$ cat src/hw/fsl_cfg.svh
// Fieldbus status LED block: register map, field positions, reset values, timing.
// Assumes a 200 MHz system clock and word-aligned AHB-Lite register access.
`ifndef FSL_CFG_SVH
`define FSL_CFG_SVH

`define FSL_OFS_CTRL       8'h00
`define FSL_OFS_STATE      8'h04
`define FSL_OFS_IRQ_STAT   8'h08
`define FSL_OFS_IRQ_MASK   8'h0c

`define FSL_CTRL_VARIANT   0
`define FSL_CTRL_ADDR_SRC  1
`define FSL_CTRL_RST       2'h0
`define FSL_MASK_RST       4'h0

`define FSL_IRQ_LINK0      0
`define FSL_IRQ_LINK1      1
`define FSL_IRQ_FIRST_RED  2
`define FSL_IRQ_SECOND_RED 3

`define FSL_CLK_HZ         200000000
`define FSL_FLASH_HZ       2
`define FSL_HALF_CYCLES    (`FSL_CLK_HZ / (2 * `FSL_FLASH_HZ))
`define FSL_DIV_W          26

`endif

$ cat src/hw/fsl_pkg.sv
// Fieldbus status LED block: shared types.
// Needs nothing from fsl_cfg.svh; every field is one bit wide.
package fsl_pkg;

  typedef enum logic
  {
    FSL_VAR_RT  = 1'b0,
    FSL_VAR_EIP = 1'b1
  } fsl_variant_type;

  typedef struct packed
  {
    logic no_config;
    logic low_speed;
    logic no_link;
    logic no_data_exch;
    logic wdog_timeout;
    logic sys_error;
    logic diag_pending;
    logic dcp_signal;
    logic irt_class;
  } fsl_rt_state_type;

  typedef struct packed
  {
    logic powered;
    logic ip_assigned;
    logic connected;
    logic no_conn;
    logic dup_ip;
    logic conn_timeout;
    logic net_self_test;
    logic operational;
    logic standby;
    logic major_fault;
    logic minor_fault;
    logic mod_self_test;
  } fsl_eip_state_type;

  typedef struct packed
  {
    logic link_up;
    logic activity;
  } fsl_port_type;

  typedef struct packed
  {
    logic red;
    logic green;
  } fsl_led_type;

endpackage
$ cat src/hw/fsl_leds.sv
// Fieldbus status LED block: AHB-Lite register slave, flash divider, LED drive.
// Assumes status inputs come from logic on hclk; one AHB-Lite master, single word transfers.
`timescale 1ns/10ps
`include "fsl_cfg.svh"

module fsl_leds
#(
  parameter logic [`FSL_DIV_W-1:0] HALF_PERIOD_CYCLES = `FSL_DIV_W'(`FSL_HALF_CYCLES)
)
(
  input  wire logic                      hclk,
  input  wire logic                      hresetn,
  input  wire logic                      hsel,
  input  wire logic [31:0]               haddr,
  input  wire logic [1:0]                htrans,
  input  wire logic                      hwrite,
  input  wire logic [2:0]                hsize,
  input  wire logic [31:0]               hwdata,
  input  wire logic                      hready,
  output logic [31:0]                    hrdata,
  output logic                           hreadyout,
  output logic                           hresp,
  input  wire fsl_pkg::fsl_rt_state_type  rt_state,
  input  wire fsl_pkg::fsl_eip_state_type eip_state,
  input  wire fsl_pkg::fsl_port_type      port_zero_channel,
  input  wire fsl_pkg::fsl_port_type      port_one_channel,
  input  wire logic [7:0]                net_addr,
  input  wire logic [7:0]                card_addr,
  output fsl_pkg::fsl_led_type           first_port_connector,
  output fsl_pkg::fsl_led_type           second_port_connector,
  output logic                           port_zero_link_led,
  output logic                           port_one_link_led,
  output logic [7:0]                     fieldbus_addr,
  output logic                           irq
);

  logic [`FSL_DIV_W-1:0]    div_r;
  logic                     tick;
  logic                     blink_r;
  logic [1:0]               act_seen_r;
  logic [1:0]               ctrl_r;
  logic [3:0]               irq_stat_r;
  logic [3:0]               irq_mask_r;
  logic [3:0]               irq_set;
  logic                     wr_pend_r;
  logic [7:0]               wr_addr_r;
  logic                     addr_ok;
  logic [31:0]              rd_val;
  logic [1:0]               link_prev_r;
  fsl_pkg::fsl_led_type     first_r;
  fsl_pkg::fsl_led_type     second_r;
  fsl_pkg::fsl_led_type     first_nxt;
  fsl_pkg::fsl_led_type     second_nxt;
  fsl_pkg::fsl_variant_type variant;
  logic                     link0_r;
  logic                     link1_r;
  logic                     link0_nxt;
  logic                     link1_nxt;
  logic [7:0]               addr_r;
  logic                     irq_r;
  logic [31:0]              hrdata_r;

  assign variant = fsl_pkg::fsl_variant_type'(ctrl_r[`FSL_CTRL_VARIANT]);
  assign addr_ok = hsel & hready & htrans[1];

  assign tick = (div_r == HALF_PERIOD_CYCLES - `FSL_DIV_W'(1));

  always_ff @(posedge hclk or negedge hresetn)
  begin
    if (!hresetn)
    begin
      div_r <= '0;
    end
    else if (tick)
    begin
      div_r <= '0;
    end
    else
    begin
      div_r <= div_r + `FSL_DIV_W'(1);
    end
  end

  always_ff @(posedge hclk or negedge hresetn)
  begin
    if (!hresetn)
    begin
      blink_r <= 1'b0;
    end
    else if (tick)
    begin
      blink_r <= ~blink_r;
    end
  end

  // Traffic seen in the current half period; a new frame wins over the clear
  always_ff @(posedge hclk or negedge hresetn)
  begin
    if (!hresetn)
    begin
      act_seen_r <= 2'h0;
    end
    else
    begin
      act_seen_r <= ({port_one_channel.activity, port_zero_channel.activity})
                    | (tick ? 2'h0 : act_seen_r);
    end
  end

  // Indicator decode
  always_comb
  begin
    first_nxt  = '0;
    second_nxt = '0;
    link0_nxt  = 1'b0;
    link1_nxt  = 1'b0;
    unique case (variant)
      fsl_pkg::FSL_VAR_RT:
      begin
        if (rt_state.no_config | rt_state.low_speed | rt_state.no_link)
        begin
          first_nxt.red = 1'b1;
        end
        else if (rt_state.no_data_exch)
        begin
          first_nxt.red = blink_r;
        end
        if (rt_state.wdog_timeout | rt_state.sys_error | rt_state.diag_pending)
        begin
          second_nxt.red = 1'b1;
        end
        else if (rt_state.dcp_signal)
        begin
          second_nxt.red = blink_r;
        end
        link0_nxt = port_zero_channel.link_up & ~(act_seen_r[0] & blink_r);
        link1_nxt = port_one_channel.link_up & ~(act_seen_r[1] & blink_r);
      end
      fsl_pkg::FSL_VAR_EIP:
      begin
        if (!eip_state.powered | !eip_state.ip_assigned)
        begin
          first_nxt = '0;
        end
        else if (eip_state.net_self_test)
        begin
          first_nxt.red   = blink_r;
          first_nxt.green = ~blink_r;
        end
        else if (eip_state.dup_ip)
        begin
          first_nxt.red = 1'b1;
        end
        else if (eip_state.conn_timeout)
        begin
          first_nxt.red = blink_r;
        end
        else if (eip_state.connected)
        begin
          first_nxt.green = 1'b1;
        end
        else if (eip_state.no_conn)
        begin
          first_nxt.green = blink_r;
        end
        if (!eip_state.powered)
        begin
          second_nxt = '0;
        end
        else if (eip_state.mod_self_test)
        begin
          second_nxt.red   = blink_r;
          second_nxt.green = ~blink_r;
        end
        else if (eip_state.major_fault)
        begin
          second_nxt.red = 1'b1;
        end
        else if (eip_state.minor_fault)
        begin
          second_nxt.red = blink_r;
        end
        else if (eip_state.operational)
        begin
          second_nxt.green = 1'b1;
        end
        else if (eip_state.standby)
        begin
          second_nxt.green = blink_r;
        end
        link0_nxt = port_zero_channel.link_up & ~(act_seen_r[0] & blink_r);
        link1_nxt = port_one_channel.link_up & ~(act_seen_r[1] & blink_r);
      end
    endcase
  end

  always_ff @(posedge hclk or negedge hresetn)
  begin
    if (!hresetn)
    begin
      first_r  <= '0;
      second_r <= '0;
      link0_r  <= 1'b0;
      link1_r  <= 1'b0;
    end
    else
    begin
      first_r  <= first_nxt;
      second_r <= second_nxt;
      link0_r  <= link0_nxt;
      link1_r  <= link1_nxt;
    end
  end

  always_ff @(posedge hclk or negedge hresetn)
  begin
    if (!hresetn)
    begin
      addr_r <= 8'h00;
    end
    else
    begin
      addr_r <= ctrl_r[`FSL_CTRL_ADDR_SRC] ? card_addr : net_addr;
    end
  end

  // Bus write: address phase capture
  always_ff @(posedge hclk or negedge hresetn)
  begin
    if (!hresetn)
    begin
      wr_pend_r <= 1'b0;
      wr_addr_r <= 8'h00;
    end
    else
    begin
      wr_pend_r <= addr_ok & hwrite;
      wr_addr_r <= haddr[7:0];
    end
  end

  // Control and mask registers
  always_ff @(posedge hclk or negedge hresetn)
  begin
    if (!hresetn)
    begin
      ctrl_r     <= `FSL_CTRL_RST;
      irq_mask_r <= `FSL_MASK_RST;
    end
    else if (wr_pend_r)
    begin
      if (wr_addr_r == `FSL_OFS_CTRL)
      begin
        ctrl_r <= hwdata[1:0];
      end
      if (wr_addr_r == `FSL_OFS_IRQ_MASK)
      begin
        irq_mask_r <= hwdata[3:0];
      end
    end
  end

  // Interrupt events
  always_ff @(posedge hclk or negedge hresetn)
  begin
    if (!hresetn)
    begin
      link_prev_r <= 2'h0;
    end
    else
    begin
      link_prev_r <= {link1_nxt | port_one_channel.link_up,
                      link0_nxt | port_zero_channel.link_up};
    end
  end

  always_comb
  begin
    irq_set                      = 4'h0;
    irq_set[`FSL_IRQ_LINK0]      = port_zero_channel.link_up ^ link_prev_r[0];
    irq_set[`FSL_IRQ_LINK1]      = port_one_channel.link_up ^ link_prev_r[1];
    irq_set[`FSL_IRQ_FIRST_RED]  = first_nxt.red & ~first_r.red;
    irq_set[`FSL_IRQ_SECOND_RED] = second_nxt.red & ~second_r.red;
  end

  // Sticky status, write one to clear, set wins
  always_ff @(posedge hclk or negedge hresetn)
  begin
    if (!hresetn)
    begin
      irq_stat_r <= 4'h0;
    end
    else if (wr_pend_r && (wr_addr_r == `FSL_OFS_IRQ_STAT))
    begin
      irq_stat_r <= (irq_stat_r & ~hwdata[3:0]) | irq_set;
    end
    else
    begin
      irq_stat_r <= irq_stat_r | irq_set;
    end
  end

  always_ff @(posedge hclk or negedge hresetn)
  begin
    if (!hresetn)
    begin
      irq_r <= 1'b0;
    end
    else
    begin
      irq_r <= |((irq_stat_r | irq_set) & irq_mask_r);
    end
  end

  // Read mux, unmapped reads as zero
  always_comb
  begin
    rd_val = 32'h0000_0000;
    unique case (haddr[7:0])
      `FSL_OFS_CTRL:     rd_val[1:0] = ctrl_r;
      `FSL_OFS_STATE:    rd_val = {16'h0000, addr_r, 1'b0, rt_state.irt_class,
                                   link1_r, link0_r, second_r, first_r};
      `FSL_OFS_IRQ_STAT: rd_val[3:0] = irq_stat_r;
      `FSL_OFS_IRQ_MASK: rd_val[3:0] = irq_mask_r;
      default:           rd_val = 32'h0000_0000;
    endcase
  end

  always_ff @(posedge hclk or negedge hresetn)
  begin
    if (!hresetn)
    begin
      hrdata_r <= 32'h0000_0000;
    end
    else if (addr_ok && !hwrite)
    begin
      hrdata_r <= rd_val;
    end
  end

  assign hrdata                = hrdata_r;
  assign hreadyout             = 1'b1;
  assign hresp                 = 1'b0;
  assign first_port_connector  = first_r;
  assign second_port_connector = second_r;
  assign port_zero_link_led    = link0_r;
  assign port_one_link_led     = link1_r;
  assign fieldbus_addr         = addr_r;
  assign irq                   = irq_r;

endmodule

$ cat config.mk
export PLATFORM = sky130hd
export DESIGN_NAME = fsl_leds
export DESIGN_NICKNAME = d
export VERILOG_FILES = /design/src/hw/fsl_pkg.sv /design/src/hw/fsl_leds.sv
export VERILOG_INCLUDE_DIRS = /design/src /design/src/hw
export SDC_FILE = /design/constraint.sdc
export NUM_CORES = 1
export LEC_CHECK = 0
export ABC_CLOCK_PERIOD_IN_PS = 2800
export BUFFER_PORTS_ARGS = -buffer_cell sky130_fd_sc_hd__buf_2
export CAP_MARGIN = 20
export CELL_PAD_IN_SITES_DETAIL_PLACEMENT = 1
export CELL_PAD_IN_SITES_GLOBAL_PLACEMENT = 2
export CORE_MARGIN = 3
export CORE_UTILIZATION = 28
export DETAILED_ROUTE_END_ITERATION = 12
export GPL_TIMING_DRIVEN = 0
export PLACE_DENSITY = 0.82
export SLEW_MARGIN = 40
export SYNTH_ARGS = -nofsm -noshare
export SYNTH_HDL_FRONTEND = slang
export SYNTH_SLANG_ARGS = --single-unit
$ cat constraint.sdc
create_clock -name hclk -period 2.8 [get_ports hclk]
set_clock_uncertainty 0.15 [all_clocks]
set_input_delay 0.42 -clock hclk [delete_from_list [all_inputs] [get_ports hclk]]
set_output_delay 0.42 -clock hclk [all_outputs]
set_load 0.01 [all_outputs]
# Yosys cells after proc, flatten, opt, wreduce, memory -nomap -nowiden

Index checks and enable logic that the tools add are counted.

Bitwise logic cells: 30
Reduce and logical (&&, ||, !) cells: 10
Equality and inequality tests: 6
Muxes and demuxes: 31
Add/sub/neg operators: 1

Operators with widths:

| kind                    | number |
|---|---|
| $eq A8 B4 Y1 const B    | 4 |
| $add A26 B1 Y26 const B | 1 |
| $eq A26 B26 Y1 const B  | 1 |
| $mux W26                | 1 |
| $mux W1                 | 18 |
| $logic_not A8 Y1        | 2 |
| $mux W12                | 1 |
| $mux W2                 | 5 |
| $and A1 B1 Y1           | 9 |
| $and A4 B4 Y4           | 2 |
| $eq A8 B3 Y1 const B    | 1 |
| $mux W8                 | 1 |
| $or A4 B4 Y4            | 2 |
| $pmux W2 S4             | 1 |
| $or A1 B1 Y1            | 7 |
| $not A1 Y1              | 6 |
| $pmux W2 S3             | 1 |
| $mux W4                 | 1 |
| $not A4 Y4              | 1 |
| $pmux W1 S2             | 2 |
| $reduce_and A2 Y1       | 2 |
| $reduce_or A4 Y1        | 1 |
| $logic_not A1 Y1        | 3 |
| $logic_and A1 B1 Y1     | 2 |
| 2 further kinds         | 3 |

Register bits: 97
Word-level logic and storage cells: 96

# Longest topological paths before layout

Word-level depth: 11
Gate-level depth with buffers: 6
Depth with buffers taken out: 5

# Least setup slack after synthesis

OpenSTA, ideal clock, no wires.

Path type: input-to-reg
Start point: input port haddr[5]
End point: register hrdata_r[10], in the netlist hrdata[10]
Library setup time: 0.065 ns
Data arrival time: 1.900 ns
Cell stages on the path: 5
Buffers on the path: 1
Setup slack: 0.684 ns
Cell sequence: or4_1 > or4_1 > nor3b_2 > buf_2 > a22o_1

Word-level cells in the longest chain between the ends: 2

Ends and longest elaborated chain:

| element              | RTL line        | text |
|---|---|---|
| start, declared      | fsl_leds.sv:14  | `input wire logic [31:0] haddr,` |
| $eq A8 B3 Y1         | fsl_leds.sv:319 | `unique case (haddr[7:0])` |
| $mux W12             | fsl_leds.sv:319 |  |
| end signal, assigned | fsl_leds.sv:337 | `hrdata_r <= rd_val;` |
| end, declared        | fsl_leds.sv:61  | `logic [31:0] hrdata_r;` |

No other way between the ends.
A chain may end at the register's enable or synchronous reset.

# Worst setup path in the final report

Start point: register div_r[0]
End point: register div_r[3]

Word-level cells in the longest chain between the ends: 2
Elaborated cells on any way between the ends: 3
Those cells by class: add/sub (1); eq/ne (1); mux (1)

Ends and longest elaborated chain:

| element                                                  | RTL line                       | text |
|---|---|---|
| start, declared                                          | fsl_leds.sv:37                 | `` logic [`FSL_DIV_W-1:0] div_r; `` |
| start signal, assigned                                   | fsl_leds.sv:80                 | `` div_r <= div_r + `FSL_DIV_W'(1); `` |
| $add A26 B1 Y26 / $eq A26 B26 Y1 (equally long branches) | fsl_leds.sv:80, fsl_leds.sv:66 |  |
| $mux W26 (*)                                             | fsl_leds.sv:74                 | `else if (tick)` |

Every way passes the cells marked *; elsewhere a longest branch is shown, timed or not.

==> results.md <==
- Nets: 553
- Worst endpoint required time: 2.87 ns
- DRC errors left: 0
- Worst setup EP type: flop
- Congestion Overflow GR: 0
- YS warnings: 0
- Initial cell density of the core: 28.7%
- Power per Cell Area: 540 nW/um^2
- Rows: 41
- Arrival @ worst endpoint: 2.52 ns
- First-pass DRT Iterations: 4
- Static leakage: 2.23 nW
- Worst hold path class: in -> reg
- Tot Pwr: 2.54 mW
- Worst slew pin tran: about 0.68 ns
- Sw Share: between 20% and 30%
- Post-CTS setup buffers: 0
- Io pins: around 160
- Vias in the first global route: between 3,000 and 4,000
- CP Class: reg -> reg
- Net switching power: roughly 0.59 mW
- Final ANT Viol Nets: 0
- Max-Cap Viols: 0
- CTS clk-pin slew, worst paths: roughly 0.06 ns
- Aggregate routed wire length: ~9.6 mm
- DR WL/cell: between 15 and 20 um
- Setup TNS: 0 ns
- Max stage delay on crit path: 0.47 ns
- Antenna violations before repair: 0
- Sequential share of the synthesized area: approximately 55%
- I/O Buffers: 88
- Top FF cell, synth: dfrtp_1
- Endpoints failing setup: 0
- Synth Area per Inst: around 11 um^2
- Share of post-route cells with drive strength above 1: 35.7%
- Synth-to-layout area growth: 29.3%
- Fmax: 407 MHz
- Mapped Cells: between 300 and 400
- Final min period: 2.45 ns
- Clock sinks: 80
- Synthesized area: between 3000 and 4000 um^2
- Worst path slowest cell: nor4_4
- Max VDD drop: 0.300 mV
- Core region area: 12,700 um^2
- Asr flop ratio synth: 100%
- Power share of the sequential group: between 40% and 50%
- Pin count of the biggest net entering global routing: 51
- Unrepaired setup endpoints after global routing: no
- Crit-path cells: ha_1 -> nand3_2 -> or2_2 -> nor4_4 -> buf_2 -> nor2_1
- First-pass GRT wire length: 15.9 mm
- Hold Vio Cnt, Final: 0
- Most frequent cells in the layout: buf_2, dfrtp_1, nand2_1, buf_4, conb_1
- Via count: between 2,000 and 3,000
- Comb power frac: 6.4%
- CTS tree: done
- Post-detail-place hpwl: approximately 7.0 mm
- Global placer's final weighted congestion: 0.752
- Post-synth EDFFs: 0
- Via/cell ratio: approximately 4.7
- Reg-to-reg slack, setup: between 0.3 and 0.4 ns
- Slew HR: 54.8%
- Max FO, Critical Path: 10
- Max-slew violation count: 0
- First DRT Iteration DRCs: 121
- Crit path launch type: flop
- Num CTS Buffers: 9
- Status: finished, final reports clean
- Commonest non-fill, non-tap cell in the layout: buf_2
- Die area: 14,400 um^2
- Pint: around 2.0 mW
- Final period utilization: approximately 90%
- CTS Buffer Depth: 2
- All-Layer GR Usage: 13.8%
- Chip height: 120 um
- Yosys cell types: 49
- H-tree depth: 3
- Width of the die: 120 um
- Number of synthesized register bits: 80
- Number of diodes: 0
- Clk pwr share: 47.0%
- Clock Root Buffer: clkbuf_16
- PostCTS Resize Cnt: 0
- Latest clock arrival within the worst-skew pair: between 0.3 and 0.4 ns
## timing repair
item                                    CTS  global route
hold buffers                              1             0
endpoints found under the setup margin    0             2
endpoints found under the hold margin    30             0
## per-stage QoR
| stage | setup slack, ns | instance area [um^2] | hold slack, ns | instances | util [%] |
|---|---|---|---|---|---|
| 6_report | 0.345 | 4700 | 0.0517 | 614 | 37.1 |
| 5_1_grt | 0.117 | 4700 | 0.0337 | 614 | 37.1 |
| 4_1_cts | 0.154 | 4700 | 0.0397 | 614 | 37.1 |
| 3_5_place_dp | 0.173 | 4390 | 0.175 | 597 | 34.7 |
| 3_3_place_gp | 0.206 | 4360 | 0.298 | 596 | 34.4 |
| 2_1_floorplan | 0.684 | 3700 | -0.0256 | 336 | - |
## cell type report
cell class	count	area [um^2]
sequential	80	2000
buffer	31	195
fill	1440	7970
clock inverter	7	77.6
inverter	10	37.5
multi-input combinational	215	1470
timing repair buffer	90	484
clock buffer	9	225
tap	172	215
## critical path: cells and delay by family (launching register included)
family / cells / cell delay, ns
and+or+nand+nor: 4 / 1.19
buffers and inverters: 1 / 0.35
DFF: 1 / 0.41
adders and majority gates: 1 / 0.24
## Yosys cell counts, drive strengths merged (5+ instances only)
library cell | number | area [um^2]
dfrtp | 80 | 2000
buf | 23 | 165
nand2 | 20 | 75.1
mux2 | 15 | 169
nor2 | 15 | 56.3
a22o | 13 | 114
a21oi | 12 | 60.1
inv | 10 | 37.5
nand3 | 10 | 55.1
xor2 | 10 | 87.6
nand4 | 9 | 62.6
o21ai | 9 | 45.0
or4 | 9 | 71.3
xnor2 | 9 | 78.8
clkbuf | 8 | 30.0
nor3 | 8 | 40.0
nor4 | 6 | 52.6
o31ai | 5 | 37.5
or2 | 5 | 31.3
## layer usage
| metal | track usage [%] | wire length, um | vias up |
|---|---|---|---|
| met5 | 0 | 0 | - |
| met2 | 25.1 | 4980 | 70 |
| met3 | 3.86 | 472 | 13 |
| li1 | - | - | 1347 |
| met4 | 3.65 | 123 | 0 |
| met1 | 15.9 | 4020 | 1428 |
## power groups by stage
stage	registers, mW	clock network, mW	logic [mW]
6_report	1.18	1.19	0.162
5_1_grt	1.19	1.28	0.182
4_1_cts	1.18	1.23	0.164
3_5_place_dp	1.21	0	0.161
3_3_place_gp	1.20	0	0.151
2_1_floorplan	1.21	0	0.0621
## path summary, 6_finish.rpt
path / startpoint / end / cells after the start
setup / recovery: div_r[0]$_DFF_PN0_ / div_r[3]$_DFF_PN0_ / 6
hold / removal: haddr[5] / wr_addr_r[5]$_DFF_PN0_ / 1
setup reg to reg: div_r[0]$_DFF_PN0_ / div_r[3]$_DFF_PN0_ / 6
hold reg to reg: act_seen_r[1]$_DFF_PN0_ / port_one_link_led$_DFF_PN0_ / 1
max in group asynchronous: hresetn / wr_addr_r[4]$_DFF_PN0_ / 3
min in group asynchronous: hresetn / hrdata[13]$_DFFE_PN0P_ / 2
## registers in the layout (all words and copies together), names as in the netlist
name	flops
second_port_connector	2
ctrl_r	2
port_one_link_led	1
link_prev_r	2
div_r	26
first_port_connector	2
act_seen_r	2
wr_addr_r	8
irq_stat_r	4
port_zero_link_led	1
irq	1
fieldbus_addr	8
irq_mask_r	4
blink_r	1
hrdata	15
wr_pend_r	1
## cell families after synthesis
logic type	after synthesis	synth area share, %
other cells	2	0.206
fa+ha+maj	1	0.344
mux	17	5.88
flops	80	55.0
compound gates	58	11.2
simple gates	101	16.4
buf+inv	41	6.40
xor+xnor	19	4.57
No activity file was read; power rests on OpenSTA's default activity.
